<file path="src/slg_map.svh">
// Register offsets, field positions, reset values and LDO scaling for the sleep gating bank
// Contract
// - Oscillator off in sleep unless keep bit set
// - Buck off in sleep, else auto PFM/PWM
// - LDO off in sleep, else sleep code
// - Other keep bits hold present operating state
// - Impedance drivers and detector gated by bits 6,7
// - Relay driver off in sleep when cleared
// - Three peak detectors gated by bits 1-3
// - Pull-up, AC measurement, ADC gated in sleep
// - LED drivers two and one gated in sleep
// - GPIO two and one gated in sleep
// - Sleep LDO code 1.2V, 100mV steps, clamp 18h
`ifndef SLG_MAP_SVH
`define SLG_MAP_SVH

`define SLG_OFS_CORE          8'h13
`define SLG_OFS_SENSE         8'h14
`define SLG_OFS_IO            8'h15
`define SLG_OFS_LDO_SLEEP     8'h12

`define SLG_RST_CORE          8'h07
`define SLG_RST_SENSE         8'h00
`define SLG_RST_IO            8'h00
`define SLG_RST_LDO_SLEEP     5'h15

`define SLG_MASK_CORE         8'hff
`define SLG_MASK_SENSE        8'h7f
`define SLG_MASK_IO           8'h0f
`define SLG_MASK_LDO_SLEEP    8'h1f

`define SLG_BIT_XTAL          0
`define SLG_BIT_BUCK          1
`define SLG_BIT_LDO           2
`define SLG_BIT_GATE_SUPPLY   3
`define SLG_BIT_BOOST         4
`define SLG_BIT_PA_DRIVER     5
`define SLG_BIT_IMP_DRIVER    6
`define SLG_BIT_IMP_DETECTOR  7

`define SLG_BIT_RELAY         0
`define SLG_BIT_TX_PEAK       1
`define SLG_BIT_RF_PEAK       2
`define SLG_BIT_PA_PEAK       3
`define SLG_BIT_AC_MEAS       4
`define SLG_BIT_THERM_PULLUP  5
`define SLG_BIT_ADC           6

`define SLG_BIT_LED_TWO       0
`define SLG_BIT_LED_ONE       1
`define SLG_BIT_PIN_TWO       2
`define SLG_BIT_PIN_ONE       3

`define SLG_LDO_BASE_MV       12'h4b0
`define SLG_LDO_STEP_MV       12'h064
`define SLG_LDO_CLAMP_CODE    5'h18

`endif

</file>
<file path="src/slg_pkg.sv">
// Types shared by the sleep gating bank
package slg_pkg;

  // One control level per gated function; all high means running
  typedef struct packed {
    logic xtal_en;
    logic buck_en;
    logic buck_forced_pwm;
    logic ldo_en;
    logic gate_supply_high_current;
    logic boost_en;
    logic pa_driver_en;
    logic imp_driver_en;
    logic imp_detector_en;
    logic relay_en;
    logic tx_peak_en;
    logic rf_peak_en;
    logic pa_peak_en;
    logic ac_meas_en;
    logic therm_pullup_en;
    logic adc_en;
    logic led_one_en;
    logic led_two_en;
    logic pin_one_en;
    logic pin_two_en;
  } slg_func_t;

  // Register access port from the serial control engine
  typedef struct packed {
    logic [7:0] addr;
    logic       wr_en;
    logic       rd_en;
    logic [7:0] wr_data;
  } slg_reg_req_t;

  // LDO setting: sleep code in sleep mode, normal code when awake
  typedef struct packed {
    logic [4:0]  code;
    logic [11:0] mv;
  } slg_ldo_set_t;

  typedef enum logic [1:0] {
    SLG_AWAKE    = 2'b00,
    SLG_ENTERING = 2'b01,
    SLG_ASLEEP   = 2'b10
  } slg_phase_t;

endpackage

</file>
<file path="src/slg_top.sv">
// Sleep gating register bank and gated control outputs
`timescale 1ns/1ps
`default_nettype none
`include "slg_map.svh"
module slg_top (
  input  wire logic                  core_clk,
  input  wire logic                  rst,
  input  wire slg_pkg::slg_reg_req_t reg_req,
  output var  logic [7:0]            rd_data,
  input  wire logic                  sleep_mode,
  input  wire slg_pkg::slg_func_t    normal_ctrl,
  input  wire logic [4:0]            ldo_normal_code,
  output var  slg_pkg::slg_func_t    func_ctrl,
  output var  slg_pkg::slg_ldo_set_t ldo_set,
  output var  logic                  sleep_active
);
  import slg_pkg::*;

  logic [7:0]  core_q;
  logic [7:0]  sense_q;
  logic [7:0]  io_q;
  logic [4:0]  ldo_sleep_code_q;
  logic [7:0]  rd_data_q;
  logic        sleep_q;
  slg_phase_t  phase_q;
  slg_phase_t  phase_d;
  slg_func_t   held_q;
  slg_func_t   held_src;
  slg_func_t   keep;
  slg_func_t   off_val;
  slg_func_t   gated;
  slg_func_t   func_d;
  slg_func_t   func_q;
  logic [4:0]  ldo_code_d;
  slg_ldo_set_t ldo_set_q;
  logic        entering;

  // Clamp a code and convert it to millivolts
  function automatic logic [4:0] clamp_code(input logic [4:0] c);
    clamp_code = (c > `SLG_LDO_CLAMP_CODE) ? `SLG_LDO_CLAMP_CODE : c;
  endfunction

  function automatic logic [11:0] code_to_mv(input logic [4:0] c);
    logic [11:0] steps;
    steps = {7'h00, clamp_code(c)};
    code_to_mv = 12'(`SLG_LDO_BASE_MV + steps * `SLG_LDO_STEP_MV);
  endfunction

  // Register write path; reserved bits are dropped
  always_ff @(posedge core_clk or posedge rst) begin
    if (rst) begin
      core_q <= `SLG_RST_CORE;
    end else if (reg_req.wr_en && reg_req.addr == `SLG_OFS_CORE) begin
      core_q <= reg_req.wr_data & `SLG_MASK_CORE;
    end
  end

  always_ff @(posedge core_clk or posedge rst) begin
    if (rst) begin
      sense_q <= `SLG_RST_SENSE;
    end else if (reg_req.wr_en && reg_req.addr == `SLG_OFS_SENSE) begin
      sense_q <= reg_req.wr_data & `SLG_MASK_SENSE;
    end
  end

  always_ff @(posedge core_clk or posedge rst) begin
    if (rst) begin
      io_q <= `SLG_RST_IO;
    end else if (reg_req.wr_en && reg_req.addr == `SLG_OFS_IO) begin
      io_q <= reg_req.wr_data & `SLG_MASK_IO;
    end
  end

  always_ff @(posedge core_clk or posedge rst) begin
    if (rst) begin
      ldo_sleep_code_q <= `SLG_RST_LDO_SLEEP;
    end else if (reg_req.wr_en && reg_req.addr == `SLG_OFS_LDO_SLEEP) begin
      ldo_sleep_code_q <= reg_req.wr_data[4:0];
    end
  end

  // Read path; unmapped offsets read zero
  always_ff @(posedge core_clk or posedge rst) begin
    if (rst) begin
      rd_data_q <= 8'h00;
    end else if (reg_req.rd_en) begin
      unique case (reg_req.addr)
        `SLG_OFS_CORE:      rd_data_q <= core_q;
        `SLG_OFS_SENSE:     rd_data_q <= sense_q;
        `SLG_OFS_IO:        rd_data_q <= io_q;
        `SLG_OFS_LDO_SLEEP: rd_data_q <= {3'h0, ldo_sleep_code_q};
        default:            rd_data_q <= 8'h00;
      endcase
    end
  end

  // Sleep phase tracking
  always_comb begin
    phase_d = phase_q;
    unique case (phase_q)
      SLG_AWAKE:    if (sleep_mode) phase_d = SLG_ENTERING;
      SLG_ENTERING: phase_d = sleep_mode ? SLG_ASLEEP : SLG_AWAKE;
      SLG_ASLEEP:   if (!sleep_mode) phase_d = SLG_AWAKE;
      default:      phase_d = SLG_AWAKE;
    endcase
  end

  always_ff @(posedge core_clk or posedge rst) begin
    if (rst) begin
      phase_q <= SLG_AWAKE;
    end else begin
      phase_q <= phase_d;
    end
  end

  always_ff @(posedge core_clk or posedge rst) begin
    if (rst) begin
      sleep_q <= 1'b0;
    end else begin
      sleep_q <= sleep_mode;
    end
  end

  assign entering = sleep_mode && !sleep_q;

  // Snapshot of the running state at sleep entry
  // hold present state
  assign held_src = entering ? normal_ctrl : held_q;

  always_ff @(posedge core_clk or posedge rst) begin
    if (rst) begin
      held_q <= '0;
    end else if (entering) begin
      held_q <= normal_ctrl;
    end
  end

  // Keep bits mapped onto functions
  always_comb begin
    keep = '0;
    keep.xtal_en                  = core_q[`SLG_BIT_XTAL];
    keep.buck_en                  = core_q[`SLG_BIT_BUCK];
    keep.buck_forced_pwm          = core_q[`SLG_BIT_BUCK];
    keep.ldo_en                   = core_q[`SLG_BIT_LDO];
    keep.gate_supply_high_current = core_q[`SLG_BIT_GATE_SUPPLY];
    keep.boost_en                 = core_q[`SLG_BIT_BOOST];
    keep.pa_driver_en             = core_q[`SLG_BIT_PA_DRIVER];
    keep.imp_driver_en            = core_q[`SLG_BIT_IMP_DRIVER];
    keep.imp_detector_en          = core_q[`SLG_BIT_IMP_DETECTOR];
    keep.relay_en                 = sense_q[`SLG_BIT_RELAY];
    keep.tx_peak_en               = sense_q[`SLG_BIT_TX_PEAK];
    keep.rf_peak_en               = sense_q[`SLG_BIT_RF_PEAK];
    keep.pa_peak_en               = sense_q[`SLG_BIT_PA_PEAK];
    keep.ac_meas_en               = sense_q[`SLG_BIT_AC_MEAS];
    keep.therm_pullup_en          = sense_q[`SLG_BIT_THERM_PULLUP];
    keep.adc_en                   = sense_q[`SLG_BIT_ADC];
    keep.led_one_en               = io_q[`SLG_BIT_LED_ONE];
    keep.led_two_en               = io_q[`SLG_BIT_LED_TWO];
    keep.pin_one_en               = io_q[`SLG_BIT_PIN_ONE];
    keep.pin_two_en               = io_q[`SLG_BIT_PIN_TWO];
  end

  // Cleared keep bit forces off, or low current for the gate supply
  assign off_val = '0;

  slg_gate #(
    .W ($bits(slg_func_t))
  ) u_gate (
    .sleep   (sleep_mode),
    .keep    (keep),
    .normal  (normal_ctrl),
    .held    (held_src),
    .off_val (off_val),
    .gated   (gated)
  );

  // Buck and LDO run in fixed sleep settings rather than held state
  always_comb begin
    func_d = gated;
    if (sleep_mode) begin
      func_d.buck_en         = core_q[`SLG_BIT_BUCK];
      func_d.buck_forced_pwm = 1'b0;
      func_d.ldo_en          = core_q[`SLG_BIT_LDO];
    end
  end

  assign ldo_code_d = sleep_mode ? ldo_sleep_code_q : ldo_normal_code;

  always_ff @(posedge core_clk or posedge rst) begin
    if (rst) begin
      func_q <= '0;
    end else begin
      func_q <= func_d;
    end
  end

  always_ff @(posedge core_clk or posedge rst) begin
    if (rst) begin
      ldo_set_q <= '0;
    end else begin
      ldo_set_q.code <= clamp_code(ldo_code_d);
      ldo_set_q.mv   <= code_to_mv(ldo_code_d);
    end
  end

  assign rd_data      = rd_data_q;
  assign func_ctrl    = func_q;
  assign ldo_set      = ldo_set_q;
  assign sleep_active = (phase_q != SLG_AWAKE);

endmodule
`default_nettype wire

</file>
<file path="src/slg_gate.sv">
// Per-bit sleep gate: normal level when awake, held or forced level when asleep
`timescale 1ns/1ps
`default_nettype none
module slg_gate #(
  parameter int W = 1
) (
  input  wire logic         sleep,
  input  wire logic [W-1:0] keep,
  input  wire logic [W-1:0] normal,
  input  wire logic [W-1:0] held,
  input  wire logic [W-1:0] off_val,
  output var  logic [W-1:0] gated
);
  always_comb begin
    gated = normal;
    if (sleep) begin
      gated = (keep & held) | (~keep & off_val);
    end
  end
endmodule
`default_nettype wire

</file>
<file path="config.mk">
export PLATFORM = sky130hd
export DESIGN_NAME = slg_top
export DESIGN_NICKNAME = d
export VERILOG_FILES = /design/src/slg_pkg.sv /design/src/slg_top.sv /design/src/slg_gate.sv
export VERILOG_INCLUDE_DIRS = /design/src /design/src/src
export SDC_FILE = /design/constraint.sdc
export NUM_CORES = 1
export LEC_CHECK = 0
export BUFFER_PORTS_ARGS = -buffer_cell sky130_fd_sc_hd__buf_2
export CAP_MARGIN = 20
export CORE_ASPECT_RATIO = 1.75
export CORE_MARGIN = 4
export CORE_UTILIZATION = 35
export CTS_CLUSTER_SIZE = 20
export DETAILED_ROUTE_END_ITERATION = 10
export SLEW_MARGIN = 20
export SYNTH_ARGS = -nofsm -noshare
export SYNTH_HDL_FRONTEND = slang
export SYNTH_SLANG_ARGS = --single-unit
</file>
<file path="constraint.sdc">
create_clock -name core_clk -period 10.6 [get_ports core_clk]
set_input_delay 0.53 -clock core_clk [delete_from_list [all_inputs] [get_ports core_clk]]
set_output_delay 0.53 -clock core_clk [all_outputs]
set_load 0.05 [all_outputs]
</file>
==> metrics.md, run 1 <==
| Metric | Value |
|---|---|
| Critical Setup Path Class | `input port to flop` |
| WL/cell | `16.5 um` |
| Drt first pass iters | `4` |
| Post-synthesis mux area share | `15.4%` |
| Final setup TNS | `0 ps` |
| RSZ-0062 raised after global routing | `no` |
| Multi-input gate area | `0.00165 sq mm` |
| Final WL | `9200 um` |
| Cells on worst reg2reg path | `15` |
| DPL Wire Length | `7170 um` |
| Ys Warns | `0` |
| Initial Util | `35.7%` |
| Crit path cell chain | `buf_2, mux2i_1, inv_1, ha_1, inv_1, nor2_1, or2_2, ha_1, ha_1, inv_1, fa_1, nor2b_1, a32o_1, nor2_1, a21oi_1, xnor2_1` |
| Status | `complete, no violations` |
| Vias in the first global route | `2,827` |
| Min Tclk post-route | `4010 ps` |
| Input/output buffers | `89` |
| EDFF count, synth | `0` |
| Hold Buf Count CTS | `0` |
| Layout Area Growth over Synthesis | `21.3%` |
| Vias/cell | `4.92` |
| Max Root-Sink Buffers | `2` |
| Die width | `88.4 um` |
| Fillers | `1,128` |
| Net Switching | `0.252 mW` |
| Synth unique cells | `43` |
| Post-synthesis compound-gate area fraction | `5.72%` |
| Hold WC Path Type | `input port to async pin` |
| Period utilization | `37.8%` |
| Final Hold Fails | `0` |
| Global placement routability congestion | `0.829` |
| Ports | `92` |
| Internal | `0.596 mW` |
| Total gr overflow | `0` |
| Die height | `149 um` |
| CTS tree | `done` |
| Post-synth ARST share | `100%` |
| Crit-path max cell delay | `490 ps` |
| Antenna violations before repair | `0` |
| Required time of the critical path | `10,810 ps` |
| Area leader, netlist | `dfrtp_1` |
| Clk Latency, worst-skew pair | `330 ps` |
| PwrDens | `177 mW/mm^2` |
| Via count | `2,734` |
| Mapped Area | `0.00396 sq mm` |
| Setup violators final | `0` |
| Max_cap viols | `0` |
| DRT antenna net count | `0` |
| Worst-path maximum fanout | `30` |
| Top_reg_cell synth | `dfrtp_1` |
| Row count | `51` |
| Largest net degree at the start of global routing | `86` |
| Synth Area in XOR/XNOR | `3.32%` |
| Sequential element share of the synthesized area | `53.9%` |
| Max-slew headroom | `42.5%` |
| First-pass GRT wire length | `14,500 um` |
| Startpoint types | `input port` |
| Critical Path End Type | `flop` |
| Critical-path top delay cell | `buf_2` |
| Sequential Power Share | `43.1%` |
| Number of buffers inserted by post-CTS setup repair | `0` |
| Iter 0 DRT Violations | `129` |
| Fin. max-slew vios | `0` |
| # diodes | `0` |
| WP data arrival | `4220 ps` |
| Simple-Gate Fraction of Synth Area | `12.2%` |
| Worst-margin pin slew | `862 ps` |
| Commonest cells after routing, fill and taps aside | `89 x buf_2, 79 x dfrtp_1, 42 x mux2_2, 42 x nand2_1` |
| Die Footprint | `0.0132 sq mm` |
| Peak VDD IR | `0.113 mV` |
| Main area contributors after synthesis | `dfrtp_1 50%, mux2_2 12%, ha_1 4.4%, dfstp_2 4.0%, nand2_1 4.0%` |
| Leakage Power | `2.45 nW` |
| Root Buffer | `clkbuf_16` |
| Largest family of logic cells by synthesized area | `multiplexers` |
| Register Area | `0.00213 sq mm` |
| Most common cell after layout, fill and taps aside | `buf_2` |
| Layout cells sized above 1 | `40.6%` |
| TritonCTS Sinks | `85` |
| Post-synthesis cell count | `333` |
| Number of CTS-inserted buffers | `9` |
| CTS resizes | `0` |
| Sw Share | `29.7%` |
| Syn_area_per_cell | `11.9 sq um` |
| Core Util, Final | `43.3%` |
| Synth top area share | `49.9%` |
| Nets@finish | `480` |
| # DRC | `0` |
| Adder-cell area share of the yosys netlist | `4.93%` |
| Post-synthesis register bit count | `85` |
| Core Region | `0.0111 sq mm` |
| Fmax | `250 MHz` |
| Clock share of power | `37.7%` |
| Clk slew on worst S/H paths | `70 ps` |
| Clk_skew | `8.96 ps` |
| CTS H-Tree Depth | `3` |
| GRT Overall Usage | `14.5%` |
| Power share of the combinational group | `19.2%` |
==> power by group through the flow <==
stage	Sequential, mW	Combinational [mW]	Clock (mW)
after global routing	0.369	0.176	0.341
after CTS	0.367	0.166	0.328
after floorplan	0.416	0.0762	0
final	0.366	0.163	0.320
after detailed placement	0.372	0.165	0
after global placement	0.372	0.163	0
==> synth_stat cells, types with 3 or more instances <==
library cell  instances
a21oi_1               4
a221oi_1              5
nand3_1              20
a32oi_1               3
a22oi_1               4
nand3_4               3
nor2b_1               4
dfrtp_1              79
xor2_1                5
buf_2                 4
buf_4                 6
xnor2_1              10
clkbuf_1              4
mux2_4                7
mux2_2               42
mux2i_1               3
nor3_1                3
nand2_1              42
nor2_1               12
dfstp_2               6
inv_1                21
o22ai_1               6
ha_1                 14
==> layout make-up <==
type	instances	area share [%]
Sequential cell	85	44.4
Multi-Input combinational cell	211	34.4
Timing Repair Buffer	91	9.66
Clock buffer	10	4.97
Tap cell	132	3.44
Inverter	21	1.67
Clock inverter	6	1.43
==> metal layers <==
layer / track usage, % / routed length [um]
met4: 4.92 / 189
met2: 27.4 / 5290
met3: 3.65 / 465
met1: 15.1 / 3250
met5: 0 / 0
==> sequential cells by signal (all words and copies together) (netlist names) <==
name              count
rd_data               8
func_ctrl            20
io_q                  4
sense_q               7
core_q                8
held_q               17
phase_q               2
ldo_sleep_code_q      5
sleep_q               1
ldo_set              13
==> per-stage QoR <==
stage	total power, mW	instance area [sq um]	setup WS, ps	hold WS (ps)	std cells
floorplan	0.492	3970	6810	472	334
global placement	0.535	4490	6370	480	540
detailed placement	0.537	4490	6250	485	540
CTS	0.860	4800	6600	400	556
global route	0.886	4800	6270	414	556
finish	0.848	4800	6590	369	556
==> final timing paths <==
path | from | end | slack [ps]
max | sleep_mode | ldo_set[11] | 6590
min | rst | func_ctrl[1] | 370
max reg2reg | ldo_sleep_code_q[3] | ldo_set[11] | 6980
min reg2reg | held_q[8] | held_q[8] | 490
max in group asynchronous | rst | ldo_set[15] | 9670
min in group core_clk | normal_ctrl[1] | func_ctrl[1] | 410
==> cell families (layout without fill, tap and decap cells) <==
logic type	Yosys count	count (layout)
and+or+nand+nor	96	96
DFF	85	85
muxes	52	52
buffers and inverters	38	128
AOI/OAI and AO/OA	31	31
adders and majority gates	15	15
xor gates and xnor gates	15	15
other	1	2
==> worst max-delay path, delay by kind of cell <==
kind / cells / cell delay (ps)
buf+inv: 4 / 790
simple gates: 4 / 630
mux: 1 / 450
compound gates: 2 / 360
xor+xnor: 1 / 130
fa+ha+maj: 4 / 1300
(Power assumes the default switching activity.)
==> inputs of run 2 (changes only) <==
==> constraint.sdc (replaced) <==
create_clock -name core_clk -period 3.8 [get_ports core_clk]
set_input_delay 0.19 -clock core_clk [delete_from_list [all_inputs] [get_ports core_clk]]
set_output_delay 0.19 -clock core_clk [all_outputs]
set_load 0.05 [all_outputs]
==> metrics.md, run 2 (synthesized netlist as in run 1, its figures left out) <==
| Metric | Value |
|---|---|
| Final setup TNS | `0 ps` |
| CTS resizes | `0` |
| Worst path top cell family by delay | `adder cells` |
| Commonest cells after routing, fill and taps aside | `89 x buf_2, 79 x dfrtp_1, 42 x mux2_2, 42 x nand2_1` |
| GRT Overall Usage | `15.3%` |
| Iter 0 DRT Violations | `101` |
| CTS tree | `done` |
| Leakage Power | `2.46 nW` |
| Crit-path max cell delay | `550 ps` |
| Period utilization | `92.3%` |
| Final WL | `9460 um` |
| Antenna violations before repair | `0` |
| Drt first pass iters | `4` |
| Crit path launch | `ldo_sleep_code_q[4]` |
| PwrDens | `500 mW/mm^2` |
| Worst Setup Slack post-DPL | `205 ps` |
| Required time of the critical path | `4010 ps` |
| Ports | `92` |
| Worst r2r src | `ldo_sleep_code_q[4]` |
| # DRC | `0` |
| Row count | `51` |
| # diodes | `0` |
| Input/output buffers | `89` |
| Clk_skew | `4.67 ps` |
| WL/cell | `17.0 um` |
| Max Root-Sink Buffers | `2` |
| Critical Setup Path Class | `flop to flop` |
| Worst path bufs/invs | `2` |
| Root Buffer | `clkbuf_16` |
| Crit path cell chain | `mux2_2, ha_1, inv_1, o21ai_2, xnor2_1, ha_1, ha_1, inv_1, fa_1, nor2b_1, a32o_1, nor2_1, a21oi_1, xnor2_1` |
| DPL Wire Length | `7380 um` |
| Layout cells sized above 1 | `40.6%` |
| Number of CTS-inserted buffers | `9` |
| Max_cap viols | `0` |
| Clk Latency, worst-skew pair | `330 ps` |
| Initial Util | `35.7%` |
| Vias/cell | `4.90` |
| DRT antenna net count | `0` |
| Fmax | `285 MHz` |
| WP data arrival | `3720 ps` |
| Min Tclk post-route | `3510 ps` |
| Hold WC Path Type | `input port to async pin` |
| Worst setup margin | `292 ps` |
| Worst-margin pin slew | `927 ps` |
| Clk slew on worst S/H paths | `60 ps` |
| First-pass GRT wire length | `15,100 um` |
| Layout Area Growth over Synthesis | `22.0%` |
| Max-slew headroom | `38.2%` |
| Startpoint types | `flop` |
| Hold Buf Count CTS | `0` |
| Critical-path top delay cell | `dfstp_2` |
| Die Footprint | `0.0132 sq mm` |
| TritonCTS Sinks | `85` |
| Most frequent CP cell | `ha_1` |
| Total gr overflow | `0` |
| Die width | `88.4 um` |
| Status | `complete, no violations` |
| Via count | `2,732` |
| RSZ-0062 raised after global routing | `no` |
| Setup violators final | `0` |
| Fin. max-slew vios | `0` |
| Number of buffers inserted by post-CTS setup repair | `0` |
| Core Region | `0.0111 sq mm` |
| Final hold slack | `7.75 ps` |
| Final Hold Fails | `0` |
| CTS H-Tree Depth | `3` |
| Global placement routability congestion | `0.891` |
| Die height | `149 um` |
| Vias in the first global route | `2,949` |
| Worst-path maximum fanout | `8` |
| Nets@finish | `482` |
| Largest register FFs | `20` |
| Most common cell after layout, fill and taps aside | `buf_2` |
| Largest net degree at the start of global routing | `54` |
| Critical Path End Type | `flop` |
| Peak VDD IR | `0.274 mV` |
[run 2: cell count changes in the layout (fill, tap and decap cells not counted)]
cell        previous run  this run
buf_4                  1         4
buf_6                  1         0
bufinv_16              1         2
clkbuf_1               0         1
clkinv_2               2         1
clkinvlp_4             1         2
inv_6                  2         0
[run 2: cell type report]
class | instances | area, sq um
Fill cell | 1117 | 6270
Sequential cell | 85 | 2130
Inverter | 21 | 80.1
Clock buffer | 11 | 243
Multi-Input combinational cell | 211 | 1650
Timing Repair Buffer | 93 | 475
Clock inverter | 5 | 83.8
Tap cell | 132 | 165
[run 2: per-layer routing]
metal,share of wire (%),wire length [um],track usage (%)
met1,36,3400,15.9
met2,57,5380,28.4
met3,4.5,425,3.43
met4,2.7,260,6.81
met5,0,0,0
[run 2: worst paths after layout]
path                                       end  slack (ps)  cells after the start
min in group core_clk             func_ctrl[4]          70                      3
setup reg to reg                   ldo_set[11]         290                     14
max in group asynchronous  ldo_sleep_code_q[2]        2800                      3
setup / recovery                   ldo_set[11]         290                     14
hold / removal                    func_ctrl[4]           8                      2
hold reg to reg                     held_q[13]         500                      1
[run 2: where the power goes]
| part | total [mW] | switching, mW | internal [mW] | leakage (nW) |
|---|---|---|---|---|
| clock | 0.942 | 0.348 | 0.595 | 0.152 |
| combinational | 0.457 | 0.312 | 0.145 | 1.23 |
| sequential | 1.02 | 0.0329 | 0.987 | 1.07 |
| total | 2.42 | 0.692 | 1.73 | 2.46 |
[run 2: stage by stage]
stage / utilization (%) / cells / area [sq um] / power [mW]
global placement: 40.6 / 542 / 4510 / 1.49
CTS: 43.5 / 558 / 4830 / 2.45
detailed placement: 40.6 / 542 / 4510 / 1.50
global route: 43.5 / 558 / 4830 / 2.53
finish: 43.5 / 558 / 4830 / 2.42
floorplan: - / 334 / 3970 / 1.37
[run 2: worst reg2reg max path, stage by stage (launching register included)]
cell and delay [ps]:
dfstp_2 550, mux2_2 180, ha_1 330, inv_1 140
o21ai_2 250, xnor2_1 170, ha_1 260, ha_1 230
inv_1 70, fa_1 460, nor2b_1 170, a32o_1 280
nor2_1 80, a21oi_1 80, xnor2_1 130
==> inputs of run 3 (changes only) <==
--- a/config.mk
+++ b/config.mk
@@ -6,6 +6,7 @@
 export SDC_FILE = /design/constraint.sdc
 export NUM_CORES = 1
 export LEC_CHECK = 0
+export ABC_AREA = 1
 export BUFFER_PORTS_ARGS = -buffer_cell sky130_fd_sc_hd__buf_2
 export CAP_MARGIN = 20
 export CORE_ASPECT_RATIO = 1.75
==> constraint.sdc (replaced) <==
create_clock -name core_clk -period 3.7 [get_ports core_clk]
set_input_delay 0.185 -clock core_clk [delete_from_list [all_inputs] [get_ports core_clk]]
set_output_delay 0.185 -clock core_clk [all_outputs]
set_load 0.05 [all_outputs]
==> metrics.md, run 3 <==
| Metric | Value |
|---|---|
| Status | `complete, no violations` |
| Ys Warns | `0` |
| Vias/cell | `4.73` |
| Input/output buffers | `89` |
| Min-Delay Startpoint | `normal_ctrl[17]` |
| Critical Path End Type | `flop` |
| RSZ-0062 raised after global routing | `no` |
| Final setup TNS | `0 ps` |
| Main area contributors after synthesis | `dfrtp_1 49%, nand2_1 9.2%, inv_1 5.3%, ha_1 4.4%, o21ai_0 4.2%` |
| Total gr overflow | `0` |
| Number of buffers inserted by post-CTS setup repair | `0` |
| Core Region | `0.0112 sq mm` |
| Worst path bufs/invs | `4` |
| Most common cell after layout, fill and taps aside | `nand2_1` |
| EDFF count, synth | `0` |
| Die width | `89.0 um` |
| Max_cap viols | `0` |
| Inst Count DP | `646` |
| Row count | `51` |
| Final Hold Fails | `0` |
| Commonest cells after routing, fill and taps aside | `98 x nand2_1, 89 x buf_2, 79 x dfrtp_1` |
| Largest net degree at the start of global routing | `38` |
| Met1 GRT Util | `16.4%` |
| WP data arrival | `3670 ps` |
| Post-synth ARST share | `100%` |
| Layout Area Growth over Synthesis | `21.7%` |
| Synth unique cells | `41` |
| Layout cells sized above 1 | `29.8%` |
| Worst r2r src | `ldo_sleep_code_q[4]` |
| TritonCTS Sinks | `85` |
| Die Footprint | `0.0133 sq mm` |
| Critical-path top delay cell | `dfstp_2` |
| Number of CTS-inserted buffers | `9` |
| Critical Setup Path Class | `flop to flop` |
| Leakage Power | `2.61 nW` |
| Die height | `150 um` |
| Worst-path maximum fanout | `5` |
| Required time of the critical path | `3930 ps` |
| Syn_area_per_cell | `9.21 sq um` |
| First-pass GRT wire length | `15,700 um` |
| Crit-path max cell delay | `540 ps` |
| Crit path launch | `ldo_sleep_code_q[4]` |
| Clk Latency, worst-skew pair | `330 ps` |
| Sequential element share of the synthesized area | `53.2%` |
| CTS tree | `done` |
| Fmax | `290 MHz` |
| Antenna violations before repair | `0` |
| Most Used Layer, Global Route | `met2` |
| Worst-margin pin slew | `537 ps` |
| Drt first pass iters | `4` |
| Met3 usage | `3.80%` |
| Iter 0 DRT Violations | `91` |
| DRT antenna net count | `0` |
| Setup violators final | `0` |
| WL/cell | `14.9 um` |
| Clk_skew | `8.48 ps` |
| Fin. max-slew vios | `0` |
| Largest register FFs | `20` |
| Mapped Area | `0.00401 sq mm` |
| Synth top area share | `49.3%` |
| GRT met2 Usage | `28.2%` |
| Max Root-Sink Buffers | `2` |
| Min Tclk post-route | `3450 ps` |
| DPL Wire Length | `7770 um` |
| Top post-synthesis cells by count | `98 x nand2_1, 79 x dfrtp_1, 57 x inv_1, 34 x o21ai_0, 26 x nand3_1` |
| PwrDens | `516 mW/mm^2` |
| Most common cell in the synthesized netlist | `nand2_1` |
| # DRC | `0` |
| Max-slew headroom | `64.2%` |
| Post-synthesis cell count | `436` |
| Final WL | `9880 um` |
| Total chip power | `2.52 mW` |
| Clk slew on worst S/H paths | `60 ps` |
| Worst path top cell family by delay | `adder cells` |
| Ports | `92` |
| Post-synthesis register bit count | `85` |
| Vias in the first global route | `3,144` |
| Fillers | `1,150` |
| Crit path cell chain | `inv_1, nand2_1, nand2_2, inv_1, ha_2, nand2_4, nand2_2, inv_2, ha_1, ha_1, ha_1, ha_1, nand2_1, o21ai_1, xnor2_1, inv_1, nor3_1, nand3_2, nand3b_1, nand2_1` |
| Top_reg_cell synth | `dfrtp_1` |
| # diodes | `0` |
| Peak VDD IR | `0.254 mV` |
| Area leader, netlist | `dfrtp_1` |
| Global placement routability congestion | `0.863` |
| Most frequent CP cell | `ha_1` |
| Nets@finish | `587` |
| Initial Util | `35.9%` |
| Final cell count without fillers | `663` |
| Period utilization | `93.1%` |
| Via count | `3,133` |
| Startpoint types | `flop` |
| Root Buffer | `clkbuf_16` |
| Hold WC Path Type | `input port to flop` |
| GRT Overall Usage | `15.7%` |
| CTS H-Tree Depth | `3` |
run 3: changes by cell type after synthesis, moves of 7 or more:
cell and delta:
mux2_4 -7, o21ai_2 +12, inv_1 +36, o21ai_0 +32, xnor2_1 -8, nand2_2 +8
o21ai_1 +21, nand2_1 +56, mux2_2 -41
run 3: what timing repair did:
item	in CTS	in global routing
hold buffers	1	0
hold endpoints to repair	20	0
resized for setup	0	1
setup endpoints to repair	0	1
run 3: final cells by class:
type / count / area (sq um) / area share [%]
clock inverter: 4 / 72.6 / 1.49
tap: 132 / 165 / 3.38
timing repair buffer: 95 / 493 / 10.1
multi-input combinational: 269 / 1530 / 31.2
sequential: 85 / 2130 / 43.7
clock buffer: 12 / 236 / 4.84
inverter: 66 / 259 / 5.30
run 3: report_power, final:
group	total [mW]	switching, mW	internal, mW
Combinational	0.531	0.384	0.147
Sequential	1.05	0.0345	1.01
Clock	0.942	0.351	0.591
Total	2.52	0.769	1.75
run 3: final timing paths:
check	to	slack (ps)	cells after the start
min in group asynchronous	ldo_set[14]	420	3
setup / recovery	ldo_set[11]	250	20
hold reg to reg	phase_q[1]	450	1
max in group asynchronous	func_ctrl[7]	2410	4
setup reg to reg	ldo_set[11]	250	20
hold / removal	func_ctrl[17]	50	3
run 3: logic make-up after synthesis:
| family | count (synthesis) | share of synthesized area, % |
|---|---|---|
| fa+ha+maj | 15 | 4.86 |
| buf+inv | 83 | 8.98 |
| other cells | 1 | 0.0934 |
| simple gates | 165 | 19.4 |
| mux | 1 | 0.281 |
| flops | 85 | 53.2 |
| compound gates | 79 | 11.5 |
| xor+xnor | 7 | 1.71 |
run 3: per-layer routing:
metal | up-vias | wire length, um
li1 | 1563 | -
met1 | 1456 | 3480
met2 | 92 | 5370
met3 | 22 | 591
met4 | 0 | 429
met5 | - | 0
run 3: metrics by stage:
step           hold WS, ps  cell area (sq um)  utilization, %  setup slack [ps]
5_1_grt               58.9               4890            43.8              20.9
6_report              54.6               4890            43.8               254
2_1_floorplan          216               4020               -               457
4_1_cts               43.4               4880            43.7               200
3_5_place_dp           247               4560            40.9               183
3_3_place_gp           243               4560            40.9               274
run 3: worst reg2reg max path, stage by stage (launching register included):
cell,delay [ps]
dfstp_2,540
inv_1,40
nand2_1,70
nand2_2,70
inv_1,90
ha_2,220
nand2_4,80
nand2_2,140
inv_2,100
ha_1,330
ha_1,300
ha_1,200
ha_1,300
nand2_1,60
o21ai_1,140
xnor2_1,130
inv_1,80
nor3_1,190
nand3_2,110
nand3b_1,90
nand2_1,50
